--- src/hw/ppf_defines.svh ---
// Constants for the port and pin-function multiplexer
//
// Contract
// Port 0 has five bits: 0 and 4 input only, 1 to 3 bidirectional.
// Ports 0 to 3 have per-bit pull-ups, active only for input bits.
// Analog use of port 1 needs input mode; pull-ups then turn off.
// Software sets clock control bit 6 before port 0 bit 4 is an input.
// Ports 8 and 9: eight-bit open-drain outputs, output after reset.
// Ports 10 to 12: eight-bit open-drain bidirectional, inputs after reset.
// Port 7: five-bit open-drain bidirectional, input after reset, no alternate.
// Three interrupt inputs detect chosen edges; the fourth falling only.
// Port 2 bits carry the two serial channels, strobe and busy.
// Serial bus lines share port 2 bits 5 and 6, bidirectional.
// Wide timer output on port 3 bit 0, byte timers on bits 1, 2.
// Timer count inputs: wide on port 0 bit 0, byte timers port 3.
// 53 display outputs: thirteen dedicated, forty on ports 8 to 12.
// Port 3 bit 5 gives selectable clock output, main or subsystem.
// Port 3 bit 6 gives buzzer output at three frequencies.
// Alternate output drives the pin instead of the latch while assigned.
`ifndef PPF_DEFINES_SVH
`define PPF_DEFINES_SVH

// Register groups, byte address bits [8:6]; slot in bits [5:2]
`define PPF_GRP_LATCH 3'h0
`define PPF_GRP_MODE 3'h1
`define PPF_GRP_ALT 3'h2
`define PPF_GRP_PULLUP 3'h3
`define PPF_GRP_PIN 3'h4
`define PPF_GRP_MISC 3'h5
`define PPF_NPORT 4'hA
`define PPF_NPULLUP 4'h4

// Slots inside the misc group
`define PPF_MISC_EDGE 4'h0
`define PPF_MISC_ANALOG 4'h1
`define PPF_MISC_CLKOUT 4'h2
`define PPF_MISC_BUZZER 4'h3

// Per-slot masks, slot 9 in the top byte
`define PPF_WIDTH_MASK 80'hFF_FF_FF_FF_FF_1F_FF_FF_FF_1F
`define PPF_INONLY_MASK 80'h00_00_00_00_00_00_00_00_00_11
`define PPF_DIRW_MASK 80'hFF_FF_FF_00_00_1F_FF_FF_FF_0E
`define PPF_ALT_MASK 80'hFF_FF_FF_FF_FF_00_7F_FF_00_00
`define PPF_MODE_RST 80'hFF_FF_FF_00_00_1F_FF_FF_FF_1F
`define PPF_ALT_DRIVE3 8'h67

// Display outputs
`define PPF_DISP_DED 13
`define PPF_DISP_FIRST_SLOT 5

// Clock control fields
`define PPF_CLKOUT_SUB 3
`define PPF_CLKOUT_EN 4
`define PPF_BUZ_EN 2
`define PPF_CLKOUT_HALF_SLOW 12'h080
`define PPF_CLKOUT_SEL_MAX 3'h5
`define PPF_BUZ_HALF_SLOW 12'h800
`define PPF_BUZ_SEL_MAX 2'h2

`endif

--- src/hw/ppf_pkg.sv ---
// Types shared by the port and pin-function multiplexer
package ppf_pkg;
    typedef logic [9:0][7:0] ppf_port_t;
    typedef enum logic [1:0] {PPF_CMOS, PPF_NCH_OD, PPF_PCH_OD} ppf_kind_e;
    // Signals coming from the on-chip peripherals
    typedef struct packed {
        logic [7:0] ser_out;
        logic [7:0] ser_drive;
        logic [2:0] timer_out;
        logic [52:0] disp;
    } ppf_periph_s;
    // Signals going to the on-chip peripherals
    typedef struct packed {
        logic [3:0] ext_irq;
        logic [2:0] count_in;
        logic [7:0] ser_in;
    } ppf_core_s;
endpackage

--- src/hw/ppf_tick_div.sv ---
`timescale 1ns/1ps
// Tick divider making the square wave for the clock and buzzer pins
module ppf_tick_div (
    // Clock and control
    input wire logic clk,
    input wire logic rst_n,
    input wire logic ce,
    // Divider setup
    input wire logic tick,
    input wire logic enable,
    input wire logic [11:0] half,
    // Square wave
    output logic wave
);
    logic [11:0] count;
    wire last;

    // Compare with >= so a smaller half after a change cannot run away
    assign last = (count >= half - 12'h001);

    // Disabled divider idles low so the pin stays quiet
    always_ff @(posedge clk or negedge rst_n) begin
        if (!rst_n) begin
            count <= 12'h000;
            wave <= 1'b0;
        end else if (ce) begin
            if (!enable) begin
                count <= 12'h000;
                wave <= 1'b0;
            end else if (tick) begin
                count <= last ? 12'h000 : count + 12'h001;
                wave <= last ? ~wave : wave;
            end
        end
    end
endmodule

--- src/hw/ppf_pin_mux.sv ---
`timescale 1ns/1ps
`include "ppf_defines.svh"
// Port direction, pull-up and alternate-function multiplexer top
module ppf_pin_mux
    import ppf_pkg::*;
(
    // Clock, reset and clock enable
    input wire logic I_CLK,
    input wire logic I_ARST_N,
    input wire logic I_CE,
    // Register bus, Avalon-MM slave
    input wire logic [8:0] I_AVS_ADDRESS,
    input wire logic I_AVS_READ,
    input wire logic I_AVS_WRITE,
    input wire logic [31:0] I_AVS_WRITEDATA,
    input wire logic [3:0] I_AVS_BYTEENABLE,
    output logic [31:0] O_AVS_READDATA,
    output logic O_AVS_WAITREQUEST,
    // Clock sources for the clock and buzzer pins
    input wire logic I_MAIN_TICK,
    input wire logic I_SUB_CLK,
    // Peripheral side
    input wire ppf_periph_s I_PERIPH,
    output ppf_core_s O_CORE,
    // Port pins, slot order 0,1,2,3,7,8,9,10,11,12
    input wire ppf_port_t I_PORT_IN,
    output ppf_port_t O_PORT_OUT,
    output ppf_port_t O_PORT_OE_N,
    output logic [3:0][7:0] O_PORT_PU,
    // Dedicated display outputs
    output logic [12:0] O_DISP
);
    localparam logic [79:0] WMASK = `PPF_WIDTH_MASK;
    localparam logic [79:0] INONLY = `PPF_INONLY_MASK;
    localparam logic [79:0] DIRW = `PPF_DIRW_MASK;
    localparam logic [79:0] ALTM = `PPF_ALT_MASK;
    localparam logic [79:0] MODE_RST = `PPF_MODE_RST;

    // Address decode shared by the read and the write path
    function automatic logic reg_hit(input logic [2:0] g,
                                     input logic [3:0] i);
        reg_hit = ((g <= `PPF_GRP_ALT || g == `PPF_GRP_PIN)
                   && i < `PPF_NPORT)
               || ((g == `PPF_GRP_PULLUP || g == `PPF_GRP_MISC)
                   && i < `PPF_NPULLUP);
    endfunction

    // Pad behaviour of each slot
    function automatic ppf_kind_e slot_kind(input int s);
        if (s == 4) begin
            slot_kind = PPF_NCH_OD;
        end else if (s >= 5) begin
            slot_kind = PPF_PCH_OD;
        end else begin
            slot_kind = PPF_CMOS;
        end
    endfunction

    logic rst_meta;
    logic rst_n;
    logic [7:0] latch_q [10];
    logic [7:0] mode_q [10];
    logic [7:0] alt_q [10];
    logic [3:0][7:0] pu_q;
    logic [5:0] edge_q;
    logic analog_q;
    logic [4:0] clkout_q;
    logic [2:0] buz_q;
    logic [3:0] irq_prev;
    logic irq_armed;
    logic sub_q;
    wire [2:0] grp;
    wire [3:0] idx;
    wire [3:0] si;
    wire req;
    wire rd_hit;
    wire wr_go;
    wire [7:0] wd;
    wire [7:0] pin_byte;
    wire [7:0] misc_byte;
    wire [7:0] rd_byte;
    wire [3:0] rise;
    wire [3:0] fall;
    wire [2:0] rise_en;
    wire [2:0] fall_en;
    wire [3:0] irq_hit;
    wire [2:0] clk_sel;
    wire [1:0] buz_sel;
    wire div_wave;
    wire clk_wave;
    wire buz_wave;
    wire ppf_port_t next_out;
    wire ppf_port_t next_oe_n;
    wire [3:0][7:0] next_pu;
    ppf_core_s next_core;

    // Reset release through two flops; not gated by the clock enable
    always_ff @(posedge I_CLK or negedge I_ARST_N) begin
        if (!I_ARST_N) begin
            rst_meta <= 1'b0;
            rst_n <= 1'b0;
        end else begin
            rst_meta <= 1'b1;
            rst_n <= rst_meta;
        end
    end

    // Bus decode; address bits [1:0] are ignored
    assign grp = I_AVS_ADDRESS[8:6];
    assign idx = I_AVS_ADDRESS[5:2];
    assign si = (idx < `PPF_NPORT) ? idx : 4'h0;
    assign req = I_AVS_READ | I_AVS_WRITE;
    assign rd_hit = reg_hit(grp, idx);
    assign wr_go = I_AVS_WRITE & ~O_AVS_WAITREQUEST & I_AVS_BYTEENABLE[0]
                 & reg_hit(grp, idx) & (grp != `PPF_GRP_PIN);
    assign wd = I_AVS_WRITEDATA[7:0];

    // Read mux; unmapped addresses read zero
    assign pin_byte = I_PORT_IN[si] & WMASK[{si, 3'b000} +: 8];
    assign misc_byte =
        (idx == `PPF_MISC_EDGE) ? {2'b00, edge_q} :
        (idx == `PPF_MISC_ANALOG) ? {7'h00, analog_q} :
        (idx == `PPF_MISC_CLKOUT) ? {3'h0, clkout_q} :
        {5'h00, buz_q};
    assign rd_byte =
        !rd_hit ? 8'h00 :
        (grp == `PPF_GRP_LATCH) ? latch_q[si] :
        (grp == `PPF_GRP_MODE) ? mode_q[si] :
        (grp == `PPF_GRP_ALT) ? alt_q[si] :
        (grp == `PPF_GRP_PIN) ? pin_byte :
        (grp == `PPF_GRP_PULLUP) ? pu_q[si[1:0]] :
        misc_byte;

    // One wait state on every access keeps decode off the answer path
    always_ff @(posedge I_CLK or negedge rst_n) begin
        if (!rst_n) begin
            O_AVS_WAITREQUEST <= 1'b1;
            O_AVS_READDATA <= 32'h0000_0000;
        end else if (I_CE) begin
            O_AVS_WAITREQUEST <= ~(req & O_AVS_WAITREQUEST);
            if (I_AVS_READ && O_AVS_WAITREQUEST) begin
                O_AVS_READDATA <= {24'h00_0000, rd_byte};
            end
        end
    end

    // Pull-up and misc control registers
    always_ff @(posedge I_CLK or negedge rst_n) begin
        if (!rst_n) begin
            pu_q <= 32'h0000_0000;
            edge_q <= 6'h00;
            analog_q <= 1'b0;
            clkout_q <= 5'h00;
            buz_q <= 3'h0;
        end else if (I_CE && wr_go && grp == `PPF_GRP_PULLUP) begin
            pu_q[idx[1:0]] <= wd & WMASK[{idx[1:0], 3'b000} +: 8];
        end else if (I_CE && wr_go && grp == `PPF_GRP_MISC) begin
            if (idx == `PPF_MISC_EDGE) edge_q <= wd[5:0];
            if (idx == `PPF_MISC_ANALOG) analog_q <= wd[0];
            if (idx == `PPF_MISC_CLKOUT) clkout_q <= wd[4:0];
            if (idx == `PPF_MISC_BUZZER) buz_q <= wd[2:0];
        end
    end

    // External interrupt edges; armed after one sample so reset is quiet
    assign rise = I_PORT_IN[0][3:0] & ~irq_prev;
    assign fall = ~I_PORT_IN[0][3:0] & irq_prev;
    assign rise_en = {edge_q[4], edge_q[2], edge_q[0]};
    assign fall_en = {edge_q[5], edge_q[3], edge_q[1]};
    assign irq_hit = irq_armed ? {fall[3],
                     (rise[2:0] & rise_en) | (fall[2:0] & fall_en)} : 4'h0;

    always_ff @(posedge I_CLK or negedge rst_n) begin
        if (!rst_n) begin
            irq_prev <= 4'h0;
            irq_armed <= 1'b0;
            sub_q <= 1'b0;
        end else if (I_CE) begin
            irq_prev <= I_PORT_IN[0][3:0];
            irq_armed <= 1'b1;
            sub_q <= I_SUB_CLK;
        end
    end

    // Clock output divider, slowest setting at select zero
    assign clk_sel = (clkout_q[2:0] > `PPF_CLKOUT_SEL_MAX)
                   ? `PPF_CLKOUT_SEL_MAX : clkout_q[2:0];
    assign buz_sel = (buz_q[1:0] > `PPF_BUZ_SEL_MAX)
                   ? `PPF_BUZ_SEL_MAX : buz_q[1:0];

    ppf_tick_div u_clk_div (
        .clk(I_CLK),
        .rst_n(rst_n),
        .ce(I_CE),
        .tick(I_MAIN_TICK),
        .enable(clkout_q[`PPF_CLKOUT_EN] & ~clkout_q[`PPF_CLKOUT_SUB]),
        .half(`PPF_CLKOUT_HALF_SLOW >> clk_sel),
        .wave(div_wave)
    );

    ppf_tick_div u_buz_div (
        .clk(I_CLK),
        .rst_n(rst_n),
        .ce(I_CE),
        .tick(I_MAIN_TICK),
        .enable(buz_q[`PPF_BUZ_EN]),
        .half(`PPF_BUZ_HALF_SLOW >> buz_sel),
        .wave(buz_wave)
    );

    // Subsystem source passes the sampled subsystem clock straight out
    assign clk_wave = clkout_q[`PPF_CLKOUT_EN]
                    & (clkout_q[`PPF_CLKOUT_SUB] ? sub_q : div_wave);

    // Per-slot registers and pad drive
    genvar gp;
    generate
        for (gp = 0; gp < 10; gp++) begin : g_slot
            localparam ppf_kind_e KIND = slot_kind(gp);
            wire sel;
            wire [7:0] wm;
            wire [7:0] av;
            wire [7:0] ad;
            wire [7:0] val;
            wire [7:0] drv;
            wire [7:0] oe;

            assign sel = wr_go && idx == 4'(gp);
            assign wm = WMASK[gp*8 +: 8];

            // Mode keeps the effective direction; fixed bits ignore writes
            always_ff @(posedge I_CLK or negedge rst_n) begin
                if (!rst_n) begin
                    latch_q[gp] <= 8'h00;
                    mode_q[gp] <= MODE_RST[gp*8 +: 8];
                    alt_q[gp] <= 8'h00;
                end else if (I_CE && sel) begin
                    if (grp == `PPF_GRP_LATCH) latch_q[gp] <= wd & wm;
                    if (grp == `PPF_GRP_MODE) begin
                        mode_q[gp] <= (wd & DIRW[gp*8 +: 8])
                                    | INONLY[gp*8 +: 8];
                    end
                    if (grp == `PPF_GRP_ALT) begin
                        alt_q[gp] <= wd & ALTM[gp*8 +: 8];
                    end
                end
            end

            // Alternate sources per slot
            if (gp == 2) begin : g_ser
                assign av = I_PERIPH.ser_out;
                assign ad = I_PERIPH.ser_drive;
            end else if (gp == 3) begin : g_tmr
                assign av = {1'b0, buz_wave, clk_wave, 2'b00,
                             I_PERIPH.timer_out};
                assign ad = `PPF_ALT_DRIVE3;
            end else if (gp >= `PPF_DISP_FIRST_SLOT) begin : g_disp
                assign av = I_PERIPH.disp[`PPF_DISP_DED
                    + (gp - `PPF_DISP_FIRST_SLOT) * 8 +: 8];
                assign ad = 8'hFF;
            end else begin : g_none
                assign av = 8'h00;
                assign ad = 8'h00;
            end

            // Alternate function owns the pin while selected
            assign val = (alt_q[gp] & av) | (~alt_q[gp] & latch_q[gp]);
            assign drv = ((alt_q[gp] & ad) | (~alt_q[gp] & ~mode_q[gp]))
                       & wm & ~INONLY[gp*8 +: 8];

            // Open-drain pads drive only their active level
            if (KIND == PPF_NCH_OD) begin : g_nch
                assign oe = drv & ~val;
                assign next_out[gp] = 8'h00;
            end else if (KIND == PPF_PCH_OD) begin : g_pch
                assign oe = drv & val;
                assign next_out[gp] = wm;
            end else begin : g_cmos
                assign oe = drv;
                assign next_out[gp] = val;
            end
            assign next_oe_n[gp] = ~oe;

            // Pull-up only while the bit is not driven
            if (gp < 4) begin : g_pu
                assign next_pu[gp] = pu_q[gp] & ~drv & wm
                    & ((gp == 1) ? {8{~analog_q}} : 8'hFF);
            end
        end
    endgenerate

    // Inputs handed to the peripherals
    assign next_core = '{
        ext_irq: irq_hit,
        count_in: {I_PORT_IN[3][4], I_PORT_IN[3][3],
                   I_PORT_IN[0][0]},
        ser_in: I_PORT_IN[2] & alt_q[2]
    };

    // Every pin-side output leaves from a flop
    always_ff @(posedge I_CLK or negedge rst_n) begin
        if (!rst_n) begin
            O_PORT_OUT <= 80'h0000_0000_0000_0000_0000;
            O_PORT_OE_N <= 80'hFFFF_FFFF_FFFF_FFFF_FFFF;
            O_PORT_PU <= 32'h0000_0000;
            O_DISP <= 13'h0000;
            O_CORE <= ppf_core_s'(15'h0000);
        end else if (I_CE) begin
            O_PORT_OUT <= next_out;
            O_PORT_OE_N <= next_oe_n;
            O_PORT_PU <= next_pu;
            O_DISP <= I_PERIPH.disp[12:0];
            O_CORE <= next_core;
        end
    end
endmodule

--- config.mk ---
export PLATFORM = sky130hd
export DESIGN_NAME = ppf_pin_mux
export DESIGN_NICKNAME = d
export VERILOG_FILES = /design/src/hw/ppf_pkg.sv /design/src/hw/ppf_tick_div.sv /design/src/hw/ppf_pin_mux.sv
export VERILOG_INCLUDE_DIRS = /design/src /design/src/hw
export SDC_FILE = /design/constraint.sdc
export NUM_CORES = 1
export LEC_CHECK = 0
export BUFFER_PORTS_ARGS = -buffer_cell sky130_fd_sc_hd__clkbuf_2
export CORE_AREA = 2 2 211 213
export CTS_CLUSTER_SIZE = 40
export DETAILED_ROUTE_END_ITERATION = 8
export DIE_AREA = 0 0 213 215
export PLACE_DENSITY = 0.82
export SYNTH_ARGS = -nofsm -noshare
export SYNTH_HDL_FRONTEND = slang
export SYNTH_SLANG_ARGS = --single-unit
--- constraint.sdc ---
create_clock -name I_CLK -period 12.6 [get_ports I_CLK]
set_clock_uncertainty 0.1 [all_clocks]
set_input_delay 2.52 -clock I_CLK [delete_from_list [all_inputs] [get_ports I_CLK]]
set_output_delay 2.52 -clock I_CLK [all_outputs]
set_load 0.05 [all_outputs]
Yosys cells after proc, flatten, opt, wreduce, memory -nomap -nowiden --
Index checks and enable logic that the tools add are counted.
Cells by class: add/subtract/negate cells 4, order comparisons 12, eq/ne operators 19, shift-type cells 4, mux-type cells 42, bitwise logic cells 97, reductions and logical operators 66
Operator list (count):
- bitwise AND 8 bit | 31
- inverter 8 bit | 21
- binary-select mux 8 bit (select 4 bit) | 4
- two-way mux 8 bit | 15
- OR 8 bit | 12
- variable part select 80 x 6 -> 8 bit (first input constant) | 1
- variable part select 80 x 8 -> 8 bit (first input constant) | 1
- two-way mux 12 bit | 6
- AND reduction 2 bit | 28
- bitwise mux 32 bit | 1
- logical AND 1 bit | 27
- adder 12 x 1 -> 12 bit (second input constant) | 2
- >= comparator 12 bit | 2
- subtractor 12 x 1 -> 12 bit (second input constant) | 2
- AND reduction 3 bit | 6
- binary-select mux 8 bit (select 2 bit) | 1
- demux 8 bit (select 2 bit) | 1
- == test 4 x 3 -> 1 bit (second input constant) | 4
- OR 7 x 8 -> 8 bit | 2
- right shift 12 x 2 -> 12 bit (first input constant) | 1
- right shift 8 x 3 -> 12 bit (first input constant) | 1
- two-way mux 5 bit | 2
- bitwise AND 3 bit | 3
- bitwise AND 5 x 8 -> 8 bit | 1
- 40 further kinds | 69
Word-level totals: bits in registers 442, input bits 204, output and inout bits 253, word-level logic and storage cells 311

Longest topological paths before layout --
depth after elaboration 10, depth in mapped cells 10, gate-level depth less buffers 8

Cells and area by module --
Synthesis repeated with hierarchy kept, for this count alone.
Second synthesis, totals: cells, all modules 1995, area total of the unflattened synthesis 22765.6 µm²
By module, submodules not included:
- ppf_pin_mux | times used 1, cells each 1735, area an instance 20398.3 µm², seq. area each 10321.1 µm²
- ppf_tick_div at u_buz_div | times used 1, cells each 126, area an instance 1196.1 µm², seq. area each 325.3 µm²
- ppf_tick_div at u_clk_div | times used 1, cells each 134, area an instance 1171.1 µm², seq. area each 325.3 µm²

Worst setup path before layout --
No wires, ideal clock.
kind in2reg, start in I_AVS_ADDRESS[3], end reg latch_q[32] (netlist bit), setup time 0.125 ns, data arrival time 4.407 ns, data required time 12.375 ns, path slack 7.968 ns, cell stages on the path 7, buffers on the path 2, cell sequence buf_2 > o21ai_1 > o211ai_1 > or4_1 > buf_6 > nor3_4 > mux2_2
Between the ends: cells in the longest elaborated chain, start to end 8, elaborated cells between the ends (all ways) 11, those cells by class order compare (2); eq/ne (1); bitwise (2); reduce/logical (6)
RTL lines:
- start, declared | RTL line ppf_pin_mux.sv:12 | input wire logic [8:0] I_AVS_ADDRESS,
- < comparator 4 bit (no line) / < comparator 4 x 3 -> 1 bit (equally long branches)
- logical AND 1 bit (no line)
- logical OR 1 bit | RTL line ppf_pin_mux.sv:42 | reg_hit = ((g <= `PPF_GRP_ALT || g == `PPF_GRP_PIN)
- bitwise AND 1 bit | RTL line ppf_pin_mux.sv:115 | & reg_hit(grp, idx) & (grp != `PPF_GRP_PIN);
- bitwise AND 1 bit | RTL line ppf_pin_mux.sv:114 | assign wr_go = I_AVS_WRITE & ~O_AVS_WAITREQUEST & I_AVS_BYTEENABLE[0]
- logical AND 1 bit * | RTL line ppf_pin_mux.sv:228 | assign sel = wr_go && idx == 4'(gp);
- logical AND 1 bit * | RTL line ppf_pin_mux.sv:237 | end else if (I_CE && sel) begin
- AND reduction 2 bit (no line) *
- end signal, assigned by index | RTL line ppf_pin_mux.sv:238 | if (grp == `PPF_GRP_LATCH) latch_q[gp] <= wd & wm;
- end, declared | RTL line ppf_pin_mux.sv:61 | logic [7:0] latch_q [10];
Every way passes the cells marked *; elsewhere a longest branch is shown, timed or not. A chain may end at the register's enable or synchronous reset.

Final worst setup path --
start in I_AVS_ADDRESS[2], end reg O_AVS_READDATA[0]
Between the ends: cells in the longest elaborated chain, start to end 10, elaborated cells between the ends (all ways) 34, those cells by class order compare (2); eq/ne (2); shift (1); mux (23); bitwise (2); reduce/logical (4)
RTL lines:
- branches (longest 9 deep; another with < comparator 4 bit)
- two-way mux 8 bit * | RTL line ppf_pin_mux.sv:126 | !rd_hit ? 8'h00 :
- end signal, assigned | RTL line ppf_pin_mux.sv:142 | O_AVS_READDATA <= {24'h00_0000, rd_byte};
- end, declared | RTL line ppf_pin_mux.sv:17 | output logic [31:0] O_AVS_READDATA,
Every way passes the cells marked *. The select of a mux whose other input is x is not followed.

==> impl_metrics.toml <==
[run_status]
status = "completed"

[min_path]
hold_class = "register to register"

[logic_synthesis]
synth_top_family_by_area = "multiplexers"
syn_area_um2 = 21600
synth_compound_area_share_pct = 9.77
synth_edf_count = 0
synthAdderAreaFrac_pct = 0.742
ys.flop_type = "dfrtp_1"
synth_xor_xnor_area_share_pct = 0.447
avgSynthCellArea_um2 = 11.6
postSynthCellCount = 1858
yosys.area_share.simple_pct = 8.81
ys_ff_latch = 432
synth.distinct_cells = 70
synth_mux_area_share_pct = 23.2
ys_seq_area_share_pct = 50.9
ys_warn_count = 0
async_flop_share_pct = 100

[routing]
routed_via_density = 6.07
postRouteAntennaNets = 0
drtIter0Drc = 1856
drc = 0
wl_per_cell_um = 25.9
via_count = 16921
dr.pass1.iters = 9
wirelength_um = 72100

[clocking]
post_cts_resized = 0
htreeDepth = 2
clk_latency_ns = 0.61
ctsRootBufferMaster = "clkbuf_16"
clockBufferDepth = 3
cts_sinks = 432
cts_hold_buf = 0
cts_buffers = 46
post_cts_buffers = 0
path_clk_slew_ns = 0.06
cts_tree = "done"

[sta]
fin_crit_sh_pct = 44.7
worst_pin_slew_ns = 1.23
slew_violations = 0
hold_viol = 0
relSlewSlack_pct = 17.5
setup_tns_ns = 0
finalSetupViolCount = 0
worst_hold_slack_ns = 0.253
max_freq_mhz = 178
rsz0062_at_grt = "false"
layout_min_cycle_time_ns = 5.63

[global_routing]
antenna_found_initial = 5
grt_pass1_vias = 16674
gr-usage-all-layers_pct = 31.3
grt_max_degree = 86
overflow = 0
grt_first_pass_wirelength_um = 106000

[die]
io_pins = 457
fp.dieH_um = 215
die-width_um = 213
dieArea_um2 = 45800
num_rows = 77
design.core.area_um2 = 43600
initial_core_util_pct = 49.4

[pwr]
pwr-share-clk_pct = 43.9
p_seq_share_pct = 46.0
p_sw_uw = 853
power_frac_comb_pct = 10.1
finalPower_mw = 3.12
ir_drop_uv = 120
power_density_nw_per_um2 = 125
swShare_pct = 27.4
power.leakage_nw = 11.5
p_int_mw = 2.26

[setup_path]
critPathRequiredTime_ns = 12.97
critPathLaunchType = "input port"
cp-end-kind = "register"
cp_max_fo = 43
arrival_ns = 5.99
crit_type = "input port to register"

[layout]
nets = 2368
fin_util_pct = 57.2
multi_input_area_um2 = 9470
nFillCells = 3610
drive_above_1_share_pct = 45.5
area_growth_pct = 15.7
regArea_um2 = 11000
stdcell_count = 2786

[place]
io_buffers = 375
dp.cells = 2696
gp_congestion = 0.959
hpwl_um = 52100

[flow_run]
maxCapViolCount = 0
==> critical path: stages <==
cell and delay, ns:
buf_4 0.54, buf_4 0.61, buf_4 0.59, inv_1 0.51
a32oi_1 0.31, o2111ai_1 0.17, o311ai_0 0.28, or4_1 0.23
a31oi_1 0.09
==> metrics by stage <==
step,setup slack (ns),cell area (um^2)
2_1_floorplan,5.58,21800
3_3_place_gp,6.54,23400
3_5_place_dp,6.51,23400
4_1_cts,7.13,25000
5_1_grt,6.84,25000
6_report,6.97,25000
==> layout by cell type, fill, tap and decap left out, types with 23 or more instances in the layout <==
cell,Yosys,final
clkbuf_2,0,373
mux2_2,355,355
dfrtp_1,303,302
dfstp_2,129,129
a21oi_1,98,98
nor2_1,91,91
nand2_1,83,83
o21ai_0,81,81
mux2i_1,77,77
inv_1,58,58
conb_1,2,49
clkbuf_16,0,46
nand3_1,45,45
o22ai_1,27,27
nor3b_1,23,23
==> registers in the layout, indices dropped and copies added (netlist names), 12 cells and up <==
signal,flops
O_PORT_OE_N,72
O_PORT_OUT,29
O_CORE,14
pu_q,32
u_buz_div.count,12
alt_q,55
O_DISP,13
u_clk_div.count,12
mode_q,56
O_PORT_PU,29
latch_q,74
==> layout make-up <==
class	count	share of cell area (%)
multi-input cells	1219	37.9
inverters	58	0.872
clock buffers	66	5.23
flip-flops and latches	432	44.0
repair buffers	395	8.16
well taps	592	2.97
diodes	4	0.0401
clock inverters	20	0.852
==> path summary, 6_finish.rpt <==
path / startpoint / endpoint / slack (ns) / cells past startpoint
setup / recovery: I_AVS_ADDRESS[2] / O_AVS_READDATA[0] / 6.97 / 9
hold / removal: rst_meta / rst_n / 0.25 / 0
setup reg to reg: rst_n / O_PORT_PU[2] / 9.48 / 2
hold reg to reg: rst_meta / rst_n / 0.25 / 0
max in group asynchronous: rst_n / O_PORT_PU[2] / 9.48 / 2
min in group asynchronous: rst_n / alt_q[27] / 0.35 / 0
==> synthesized netlist by cell type (all sizes together) (11+ instances only) <==
cell | n | area [um^2]
a21oi | 98 | 490
a221oi | 12 | 105
a22oi | 15 | 113
a31oi | 16 | 100
and3 | 15 | 93.8
buf | 118 | 805
clkbuf | 78 | 293
dfrtp | 303 | 7580
dfstp | 129 | 3390
ha | 12 | 150
inv | 58 | 218
mux2 | 355 | 4000
mux2i | 77 | 771
mux4 | 11 | 248
nand2 | 83 | 312
nand2b | 12 | 75.1
nand3 | 45 | 225
nor2 | 106 | 435
nor2b | 17 | 106
nor3 | 20 | 165
nor3b | 24 | 185
o211ai | 12 | 90.1
o21ai | 83 | 415
o221ai | 12 | 105
o22ai | 27 | 169
==> power groups by stage <==
stage,sequential [mW],clock [mW],combinational [mW]
final,1.43,1.37,0.316
after global routing,1.44,1.44,0.331
after CTS,1.43,1.38,0.311
after detailed placement,1.46,0,0.310
after global placement,1.45,0,0.306
after floorplan,1.52,0,0.151
==> cells by family (layout without fill, tap and decap cells) <==
kind of cell               Yosys count  in the layout
muxes                              443            443
AOI/OAI and AO/OA                  336            336
buffers and inverters              254            539
adders and majority gates           13             13
DFF                                432            432
other                                2             53
xor gates and xnor gates            11             11
and+or+nand+nor                    367            367
==> layer usage <==
layer	wire length [um]	part of all wire, %	up-vias	GRT usage (%)
met5	0	0	-	0
met1	28000	39	8494	41.4
met4	4500	6.2	0	18.5
met3	6610	9.2	218	6.27
li1	-	-	7176	-
met2	33000	46	1033	47.7
No activity file was read; power rests on OpenSTA's default activity.
